--- src/dxv_pkg.sv ---
// Constants, tables and types for the interrupt expansion and vectoring unit
package dxv_pkg;

   // Sizes of the request tables
   localparam int DXV_NUM_ENTRY = 46;
   localparam int DXV_NUM_EVENT = 38;
   localparam int DXV_NUM_SEL = 8;
   localparam int DXV_NUM_LINE = 6;
   localparam int DXV_NUM_FLAG = 48;
   localparam int DXV_SEL_BASE = 2;
   localparam int DXV_NUM_PIN = 5;

   // Fixed vector locations
   localparam logic [15:0] DXV_RESET_VEC = 16'h0000;
   localparam logic [15:0] DXV_EMU_VEC = 16'h0026;
   localparam logic [15:0] DXV_NMI_VEC = 16'h0024;
   localparam logic [15:0] DXV_TRAP_VEC = 16'h0022;
   localparam logic [15:0] DXV_PHANTOM_PIV = 16'h0000;
   localparam logic [15:0] DXV_NONE_PIV = 16'h0000;

   // Values after reset
   localparam logic DXV_GLOBAL_IRQ_DISABLE_RST = 1'b1;
   localparam logic [DXV_NUM_ENTRY-1:0] DXV_FLAGS_RST = '0;

   // Core line vectors, line one first
   localparam logic [15:0] DXV_LINE_VEC [DXV_NUM_LINE] = '{
      16'h0002, 16'h0004, 16'h0006, 16'h0008, 16'h000A, 16'h000C};

   // Entries are held in overall priority order; each line owns one slice
   localparam int DXV_GRP_FIRST [DXV_NUM_LINE] = '{0, 10, 24, 32, 38, 44};
   localparam int DXV_GRP_LAST [DXV_NUM_LINE] = '{9, 23, 31, 37, 43, 45};

   // Peripheral vector of each entry
   localparam logic [15:0] DXV_PIV [DXV_NUM_ENTRY] = '{
      16'h0020, 16'h0019, 16'h0004, 16'h0001, 16'h0011, 16'h0005, 16'h0006, 16'h0007,
      16'h0040, 16'h0041, 16'h0021, 16'h0022, 16'h0023, 16'h0027, 16'h0028, 16'h0029,
      16'h002A, 16'h0024, 16'h0025, 16'h0026, 16'h002F, 16'h0030, 16'h0031, 16'h0032,
      16'h002B, 16'h002C, 16'h002D, 16'h002E, 16'h0039, 16'h003A, 16'h003B, 16'h003C,
      16'h0033, 16'h0034, 16'h0035, 16'h0036, 16'h0037, 16'h0038, 16'h0005, 16'h0006,
      16'h0007, 16'h0040, 16'h0041, 16'h0004, 16'h0001, 16'h0011};

   // Position of each entry in the flag word: register times sixteen plus bit
   localparam logic [5:0] DXV_FLAG_POS [DXV_NUM_ENTRY] = '{
      6'h00, 6'h20, 6'h01, 6'h02, 6'h03, 6'h04, 6'h05, 6'h06,
      6'h07, 6'h08, 6'h09, 6'h0A, 6'h0B, 6'h0C, 6'h0D, 6'h0E,
      6'h0F, 6'h21, 6'h22, 6'h23, 6'h24, 6'h25, 6'h26, 6'h27,
      6'h10, 6'h11, 6'h12, 6'h13, 6'h28, 6'h29, 6'h2A, 6'h2B,
      6'h14, 6'h15, 6'h16, 6'h2C, 6'h2D, 6'h2E, 6'h17, 6'h18,
      6'h19, 6'h1A, 6'h1B, 6'h1C, 6'h1D, 6'h1E};

   // Low-priority entry of each selectable event, and the reverse map
   localparam int DXV_LO_ENTRY [DXV_NUM_SEL] = '{43, 44, 45, 38, 39, 40, 41, 42};
   localparam int DXV_LO_EVENT [DXV_NUM_SEL] = '{5, 6, 7, 8, 9, 2, 3, 4};

   // Event positions driven by the synchronised pins
   localparam int DXV_EV_PDP_A = 0;
   localparam int DXV_EV_PDP_B = 1;
   localparam int DXV_EV_EXT_A = 3;
   localparam int DXV_EV_EXT_B = 4;

   // Cause of a branch handed to the core
   typedef enum logic [2:0] {
      DXV_CAUSE_NONE,
      DXV_CAUSE_RESET,
      DXV_CAUSE_EMU,
      DXV_CAUSE_NMI,
      DXV_CAUSE_SOFT,
      DXV_CAUSE_TRAP,
      DXV_CAUSE_LINE
   } dxv_cause_e;

   typedef struct packed {
      logic valid;
      dxv_cause_e cause;
      logic [15:0] addr;
      logic [15:0] periph_vector_code;
   } dxv_branch_s;

   // Event feeding an entry, used by the enable gating only; set logic uses DXV_LO_ENTRY
   function automatic int dxv_event_of(input int entry);
      if (entry < DXV_NUM_EVENT) begin
         return entry;
      end
      return DXV_LO_EVENT[entry - DXV_NUM_EVENT];
   endfunction : dxv_event_of

endpackage : dxv_pkg

--- src/dxv_group_pick.sv ---
// Lowest-index pending pick over one slice of the entry table
`timescale 1ns/100ps
`default_nettype none
module dxv_group_pick
   import dxv_pkg::*;
#(
   parameter int FIRST = 0,
   parameter int LAST = 9
) (
   input wire logic [DXV_NUM_ENTRY-1:0] pend,
   output logic hit,
   output logic [5:0] idx
);
   // Scan downward so the lowest priority number wins
   always_comb begin
      hit = 1'b0;
      idx = 6'h00;
      for (int i = LAST; i >= FIRST; i--) begin
         if (pend[i]) begin
            hit = 1'b1;
            idx = 6'(i);
         end
      end
   end
endmodule : dxv_group_pick
`default_nettype wire

--- src/dxv_irq_expansion_unit.sv ---
// Reset, software interrupt and peripheral interrupt expansion to six core lines
`timescale 1ns/100ps
`default_nettype none

// Overview of operation
// Pin or watchdog reset overrides all, vector zero
// Maskable interrupts disabled after reset until enabled
// Pin interrupts gated by enable and line mask
// Peripheral events gated by enable and line mask
// Software interrupt branches to operand, sets disable
// Nonmaskable instruction branches 24h, sets disable
// Trap branches 22h, leaves disable untouched
// Emulator trap nonmaskable, vector 26h, priority two
// All requests share six lines, unique vectors
// Lines one to three vector 2h, 4h, 6h
// Lines four to six vector 8h, Ah, Ch
// Converter selectable line one or five, vector 4h
// Serial receive/transmit selectable, vectors 6h, 7h
// Network mailbox/error selectable, vectors 40h, 41h
// External pins selectable line one or six
// First timer events on line two, 27h-2Ah
// Second timer events on line three, 2Bh-2Eh
// Third timer events on line two, 2Fh-32h
// Fourth timer events on line three, 39h-3Ch
// Empty group acknowledge returns phantom vector zero
// Lowest priority number wins, its flag cleared
// Capture units on line four, 33h-38h
module dxv_irq_expansion_unit
   import dxv_pkg::*;
(
   input wire logic clk,
   input wire logic reset,
   input wire logic reset_pin_n,
   input wire logic watchdog_timeout,
   input wire logic ext_pin_irq_a,
   input wire logic ext_pin_irq_b,
   input wire logic power_protect_irq_a_n,
   input wire logic power_protect_irq_b_n,
   input wire logic [DXV_NUM_EVENT-1:0] periph_event,
   input wire logic [DXV_NUM_EVENT-1:0] periph_enable,
   input wire logic [DXV_NUM_SEL-1:0] low_prio_sel,
   input wire logic [DXV_NUM_LINE-1:0] core_line_mask,
   input wire logic soft_irq_instruction,
   input wire logic [4:0] soft_irq_operand,
   input wire logic nmi_instruction,
   input wire logic trap_instruction,
   input wire logic emu_trap_req,
   input wire logic irq_disable_set,
   input wire logic irq_disable_clear,
   input wire logic core_ack,
   input wire logic [2:0] core_ack_line,
   output logic core_reset_out,
   output logic global_irq_disable,
   output logic [DXV_NUM_LINE-1:0] core_line_req,
   output logic [DXV_NUM_FLAG-1:0] periph_request_flags,
   output logic [DXV_NUM_FLAG-1:0] periph_ack_flags,
   output dxv_branch_s branch
);
   logic [DXV_NUM_PIN-1:0] pin_raw;
   logic [DXV_NUM_PIN-1:0] pin_level;
   logic [DXV_NUM_PIN-1:0] pin_rise;
   logic [DXV_NUM_EVENT-1:0] event_all;
   logic [DXV_NUM_ENTRY-1:0] flags_q;
   logic [DXV_NUM_ENTRY-1:0] flags_d;
   logic [DXV_NUM_ENTRY-1:0] flag_set;
   logic [DXV_NUM_ENTRY-1:0] flag_clr;
   logic [DXV_NUM_ENTRY-1:0] entry_en;
   logic [DXV_NUM_ENTRY-1:0] pend;
   logic [DXV_NUM_LINE-1:0] grp_hit;
   logic [5:0] grp_idx [DXV_NUM_LINE];
   logic [DXV_NUM_LINE-1:0] line_pend;
   logic global_irq_disable_q;
   logic global_irq_disable_d;
   logic rst_req;
   logic rst_req_q;
   logic rst_rise;
   logic ack_ok;
   logic [2:0] ack_grp;
   logic ack_hit;
   logic [5:0] ack_idx;
   logic take_soft;
   logic take_nmi;
   logic take_trap;
   logic take_emu;
   logic take_ack;
   logic global_irq_disable_raise;
   dxv_branch_s branch_q;
   dxv_branch_s branch_d;
   logic [DXV_NUM_FLAG-1:0] ack_flags_q;
   logic [DXV_NUM_FLAG-1:0] ack_flags_d;
   logic [DXV_NUM_FLAG-1:0] req_flags;

   // Pins: protection pins are active low, inverted ahead of the first stage
   assign pin_raw = {~reset_pin_n, ext_pin_irq_b, ext_pin_irq_a,
                     ~power_protect_irq_b_n, ~power_protect_irq_a_n};

   dxv_pin_sync #(
      .WIDTH(DXV_NUM_PIN)
   ) u_pin_sync (
      .clk(clk),
      .reset(reset),
      .pin(pin_raw),
      .level(pin_level),
      .rise(pin_rise)
   );

   // Pin edges join the peripheral event word at their fixed positions
   always_comb begin
      event_all = periph_event;
      event_all[DXV_EV_PDP_A] = periph_event[DXV_EV_PDP_A] | pin_rise[0];
      event_all[DXV_EV_PDP_B] = periph_event[DXV_EV_PDP_B] | pin_rise[1];
      event_all[DXV_EV_EXT_A] = periph_event[DXV_EV_EXT_A] | pin_rise[2];
      event_all[DXV_EV_EXT_B] = periph_event[DXV_EV_EXT_B] | pin_rise[3];
   end

   // Reset request from the filtered pin or the watchdog
   // reset sources combined
   assign rst_req = pin_level[4] | watchdog_timeout;
   assign rst_rise = rst_req & ~rst_req_q;

   // Route each event to its high or low priority entry
   // converter mode select
   // serial mode select
   // network mode select
   // pin mode select
   always_comb begin
      flag_set = '0;
      for (int e = 0; e < DXV_NUM_EVENT; e++) begin
         if (e >= DXV_SEL_BASE && e < DXV_SEL_BASE + DXV_NUM_SEL) begin
            if (low_prio_sel[e - DXV_SEL_BASE]) begin
               flag_set[DXV_LO_ENTRY[e - DXV_SEL_BASE]] = event_all[e];
            end else begin
               flag_set[e] = event_all[e];
            end
         end else begin
            flag_set[e] = event_all[e];
         end
      end
   end

   // Per-entry enable taken from the event that feeds it
   // pin dedicated enables
   // peripheral event enables
   always_comb begin
      entry_en = '0;
      for (int k = 0; k < DXV_NUM_ENTRY; k++) begin
         entry_en[k] = periph_enable[dxv_event_of(k)];
      end
   end
   assign pend = flags_q & entry_en;

   // One pick per core line over its slice of the table
   // six shared groups
   // first timer slice on line two
   // second timer slice on line three
   // third timer slice on line two
   // fourth timer slice on line three
   // capture slice on line four
   for (genvar g = 0; g < DXV_NUM_LINE; g++) begin : g_grp
      dxv_group_pick #(
         .FIRST(DXV_GRP_FIRST[g]),
         .LAST(DXV_GRP_LAST[g])
      ) u_pick (
         .pend(pend),
         .hit(grp_hit[g]),
         .idx(grp_idx[g])
      );
   end

   // Core line requests: pending, unmasked at the line, not globally disabled
   // line mask on pins
   // line mask on peripherals
   // held off while disabled
   assign line_pend = grp_hit & core_line_mask;
   assign core_line_req = global_irq_disable_q ? '0 : line_pend;

   // Acknowledge decode; lines are numbered one to six
   assign ack_ok = (core_ack_line >= 3'h1) && (core_ack_line <= 3'h6);
   assign ack_grp = ack_ok ? core_ack_line - 3'h1 : 3'h0;
   assign ack_hit = grp_hit[ack_grp];
   assign ack_idx = grp_idx[ack_grp];

   // Arbitration among requests to branch, reset beyond it
   // emulator trap ahead of the rest
   assign take_emu = ~rst_req & emu_trap_req;
   assign take_nmi = ~rst_req & ~emu_trap_req & nmi_instruction;
   assign take_soft = ~rst_req & ~emu_trap_req & ~nmi_instruction & soft_irq_instruction;
   assign take_trap = ~rst_req & ~emu_trap_req & ~nmi_instruction & ~soft_irq_instruction
                      & trap_instruction;
   assign take_ack = ~rst_req & ~emu_trap_req & ~nmi_instruction & ~soft_irq_instruction
                     & ~trap_instruction & core_ack & ack_ok;

   // Flag clear on acknowledge of the winner; a new event the same cycle wins
   // winner flag cleared
   always_comb begin
      flag_clr = '0;
      if (take_ack && ack_hit) begin
         flag_clr[ack_idx] = 1'b1;
      end
   end
   assign flags_d = rst_req ? DXV_FLAGS_RST : ((flags_q & ~flag_clr) | flag_set);

   // Global disable: raised by taken interrupts, trap leaves it alone
   // soft instruction sets disable
   // nonmaskable instruction sets disable
   // trap does not set disable
   assign global_irq_disable_raise = take_emu | take_nmi | take_soft | take_ack | irq_disable_set;
   // disabled from reset until cleared
   assign global_irq_disable_d = rst_req ? DXV_GLOBAL_IRQ_DISABLE_RST : (global_irq_disable_raise | (global_irq_disable_q & ~irq_disable_clear));

   // Branch answer to the core
   always_comb begin
      branch_d = '0;
      branch_d.cause = DXV_CAUSE_NONE;
      branch_d.periph_vector_code = DXV_NONE_PIV;
      if (rst_rise) begin
         // reset vector, ahead of all else
         branch_d.valid = 1'b1;
         branch_d.cause = DXV_CAUSE_RESET;
         branch_d.addr = DXV_RESET_VEC;
      end else if (take_emu) begin
         // emulator trap vector
         branch_d.valid = 1'b1;
         branch_d.cause = DXV_CAUSE_EMU;
         branch_d.addr = DXV_EMU_VEC;
      end else if (take_nmi) begin
         // fixed nonmaskable vector
         branch_d.valid = 1'b1;
         branch_d.cause = DXV_CAUSE_NMI;
         branch_d.addr = DXV_NMI_VEC;
      end else if (take_soft) begin
         // operand names the vector word
         branch_d.valid = 1'b1;
         branch_d.cause = DXV_CAUSE_SOFT;
         branch_d.addr = {10'h000, soft_irq_operand, 1'b0};
      end else if (take_trap) begin
         // fixed trap vector
         branch_d.valid = 1'b1;
         branch_d.cause = DXV_CAUSE_TRAP;
         branch_d.addr = DXV_TRAP_VEC;
      end else if (take_ack) begin
         // lines one to three vectors
         // lines four to six vectors
         branch_d.valid = 1'b1;
         branch_d.cause = DXV_CAUSE_LINE;
         branch_d.addr = DXV_LINE_VEC[ack_grp];
         // phantom code on an empty group
         branch_d.periph_vector_code = ack_hit ? DXV_PIV[ack_idx] : DXV_PHANTOM_PIV;
      end
   end

   // Flag word view and acknowledge pulse in register-bit layout
   always_comb begin
      req_flags = '0;
      ack_flags_d = '0;
      for (int k = 0; k < DXV_NUM_ENTRY; k++) begin
         req_flags[DXV_FLAG_POS[k]] = flags_q[k];
         ack_flags_d[DXV_FLAG_POS[k]] = flag_clr[k];
      end
   end
   assign periph_request_flags = req_flags;

   // State registers
   always_ff @(posedge clk or posedge reset) begin
      if (reset) begin
         flags_q <= DXV_FLAGS_RST;
         global_irq_disable_q <= DXV_GLOBAL_IRQ_DISABLE_RST;
         rst_req_q <= 1'b0;
         branch_q <= '0;
         ack_flags_q <= '0;
      end else begin
         flags_q <= flags_d;
         global_irq_disable_q <= global_irq_disable_d;
         rst_req_q <= rst_req;
         branch_q <= branch_d;
         ack_flags_q <= ack_flags_d;
      end
   end

   // Outputs straight from flip-flops
   assign core_reset_out = rst_req_q;
   assign global_irq_disable = global_irq_disable_q;
   assign periph_ack_flags = ack_flags_q;
   assign branch = branch_q;

endmodule : dxv_irq_expansion_unit
`default_nettype wire

--- src/dxv_pin_sync.sv ---
// Three-stage pin synchroniser with agreement filter and rise pulse
`timescale 1ns/100ps
`default_nettype none
module dxv_pin_sync #(
   parameter int WIDTH = 5
) (
   input wire logic clk,
   input wire logic reset,
   input wire logic [WIDTH-1:0] pin,
   output logic [WIDTH-1:0] level,
   output logic [WIDTH-1:0] rise
);
   logic [WIDTH-1:0] s1_q;
   logic [WIDTH-1:0] s2_q;
   logic [WIDTH-1:0] s3_q;
   logic [WIDTH-1:0] level_q;
   logic [WIDTH-1:0] level_d;
   logic [WIDTH-1:0] agree;

   // Only the later two stages are compared; the first may be metastable
   assign agree = ~(s2_q ^ s3_q);
   assign level_d = (agree & s3_q) | (~agree & level_q);
   assign level = level_q;
   assign rise = level_d & ~level_q;

   // Shift chain and filtered level
   always_ff @(posedge clk or posedge reset) begin
      if (reset) begin
         s1_q <= '0;
         s2_q <= '0;
         s3_q <= '0;
         level_q <= '0;
      end else begin
         s1_q <= pin;
         s2_q <= s1_q;
         s3_q <= s2_q;
         level_q <= level_d;
      end
   end
endmodule : dxv_pin_sync
`default_nettype wire

--- config.mk ---
export PLATFORM = sky130hd
export DESIGN_NAME = dxv_irq_expansion_unit
export DESIGN_NICKNAME = d
export VERILOG_FILES = /design/src/dxv_pkg.sv /design/src/dxv_group_pick.sv /design/src/dxv_irq_expansion_unit.sv /design/src/dxv_pin_sync.sv
export SDC_FILE = /design/constraint.sdc
export NUM_CORES = 1
export LEC_CHECK = 0
export BUFFER_PORTS_ARGS = -buffer_cell sky130_fd_sc_hd__buf_2
export CAP_MARGIN = 20
export CELL_PAD_IN_SITES_DETAIL_PLACEMENT = 0
export CELL_PAD_IN_SITES_GLOBAL_PLACEMENT = 1
export CORE_MARGIN = 4
export CORE_UTILIZATION = 30
export DETAILED_ROUTE_END_ITERATION = 12
export GPL_TIMING_DRIVEN = 0
export HOLD_SLACK_MARGIN = 0.1
export MAX_ROUTING_LAYER = met4
export PLACE_DENSITY_LB_ADDON = 0.1
export SLEW_MARGIN = 10
export SYNTH_ARGS = -nofsm -noshare
export SYNTH_HDL_FRONTEND = slang
export SYNTH_HIERARCHICAL = 1
export SYNTH_SLANG_ARGS = --single-unit
export TNS_END_PERCENT = 10
--- constraint.sdc ---
create_clock -name clk -period 4.8 [get_ports clk]
set_input_delay 0.72 -clock clk [delete_from_list [all_inputs] [get_ports clk]]
set_output_delay 0.72 -clock clk [all_outputs]
set_load 0.02 [all_outputs]
==> results.ini <==
[timing]
min_period_ns=4.264
relSlewSlack_pct=48.54
skew_ns=0.01005
finalMaxSlewViolations=0
setup_viol=0
setup-tns-final_ns=0
hold_viol_final=0
rsz0062_at_grt=false
fmax_mhz=234.5
final.period_utilization_pct=88.84
hold_slack_ns=0.2947
finalWorstSetupSlack_ns=0.5356
worst_slew_pin_slew_ns=0.7719

[clock_network]
htreeDepth=4
cts_buffers=17
root_buffer=clkbuf_16
postCtsSetupBuffers=0
cts_resized=0
holdBufCountCts=0
clkTransAtPathRegs_ns=0.07
tritoncts=built
clockBufferDepth=2
clk_latency_ns=0.42
clock-sinks=130

[drt]
antenna_left=0
drtPass1Iterations=5
routed_via_density=4.719
wl_um=26410
via_count=6437
remaining_drc_errors=0
drt-initial-drc-count=317
wl_per_cell_um=19.36

[global_routing]
grt_max_degree=78
grt_use_met1_pct=26.56
grt_use_total_pct=20.57
gr-usage-met3_pct=5.594
grt.met2_usage_pct=32.08
antenna_found_initial=2
grt_pass1_vias=6486
grt_pass1_wl_um=39680
top_usage_layer=met2
grt-ovfl-total=0

[worst_setup_path]
cp.required_ns=5.08
reg2regPathDepth=11
critPathKind=in2reg
end_kind=flip-flop
crit_fanout=11
cp-start-kind=input port
crit_arrival_ns=4.54

[pwr]
powerDensity_mw_per_mm2=334.9
p_leak_nw=4.805
ir_drop_mv=0.1798

[layout]
layout-area-overhead-vs-synth_pct=31.19
finalInstanceArea_sq_mm=0.009383
drive_above_1_share_pct=36.34
nets=1154

[placement]
postPlaceCellArea_sq_mm=0.008817
place_hpwl_um=20280
portBuffers=227
place_ws_ns=0.1413
finalWeightedCongestion=0.8873

[synth]
avgSynthCellArea_sq_um=9.448
synth_warnings=6
syn_area_sq_mm=0.007152
syn_inst=757

[floorplanning]
die_y_um=162.4
pin_count=253
fp-row-count=56
core_area_sq_mm=0.02347
start_util_pct=30.47
dieArea_sq_mm=0.02637
die-width_um=162.4

[flow_run]
cap_violations=0

[status]
status=complete, no violations

[worst_hold_path]
hold_class=in2async

## per-stage QoR
stage / total power, mW / utilization (%) / instances
2_1_floorplan: 1.635 / - / 783
3_3_place_gp: 1.893 / 37.43 / 1329
3_5_place_dp: 1.896 / 37.56 / 1330
4_1_cts: 3.182 / 39.95 / 1362
5_1_grt: 3.299 / 39.97 / 1364
6_report: 3.143 / 39.97 / 1364
## cell usage in the layout, fill, tap and decap left out, drive strengths merged, types with 16 or more instances in the layout
cell type	instances
inv	67
a21oi	63
nor4	16
nand2	30
nor3	27
dfrtp	129
nor2	63
o31ai	33
conb	33
buf	297
o21ai	41
clkbuf	26
and2	49
## flip-flops by register name, summed over array words and instances, names as in the netlist
signal              flops
flags_q                46
global_irq_disable      1
u_pin_sync/s2_q         5
periph_ack_flags       46
u_pin_sync/s1_q         5
core_reset_out          1
u_pin_sync/level        5
u_pin_sync/s3_q         5
branch                 16
## critical path, stage by stage
cell,delay [ns]
buf_2,0.15
inv_1,0.13
clkbuf_1,0.47
ha_1,0.37
and2b_1,0.21
o22ai_1,0.22
buf_2,0.31
nand2_1,0.28
o32ai_4,0.42
inv_2,0.25
ha_1,0.33
mux2i_1,0.14
a21oi_1,0.09
a2111oi_0,0.44
## routing by layer
| layer | vias to the layer above | routed length (um) |
|---|---|---|
| met2 | 182 | 12730 |
| met3 | 23 | 1786 |
| met4 | 0 | 458 |
| met1 | 3100 | 11430 |
| li1 | 3132 | - |
| met5 | - | 0 |
## area by class of cell
cell class	instances	area, sq um
diodes	2	5.005
plain buffers	78	516.7
clock buffers	17	425.4
clock inverters	15	135.1
fillers	2435	14090
inverters	56	215.2
multi-input cells	519	3268
flip-flops and latches	130	3254
well taps	319	399.1
repair buffers	228	1164
## final timing paths
check | start | to | slack [ns]
worst max-delay path | core_ack_line[0] | branch[2] | 0.54
worst min-delay path | reset | flags_q[45] | 0.29
worst max register to register | flags_q[0] | flags_q[27] | 0.97
worst min register to register | u_pin_sync/s1_q[2] | u_pin_sync/s2_q[2] | 0.35
max in group asynchronous | reset | branch[6] | 3.80
min in group clk | u_pin_sync/s1_q[2] | u_pin_sync/s2_q[2] | 0.35
## power by group
group	internal [mW]	total, mW	switching [mW]
Clock	0.686	1.27	0.584
Sequential	1.13	1.16	0.0263
Combinational	0.247	0.711	0.465
(Power assumes the default switching activity.)
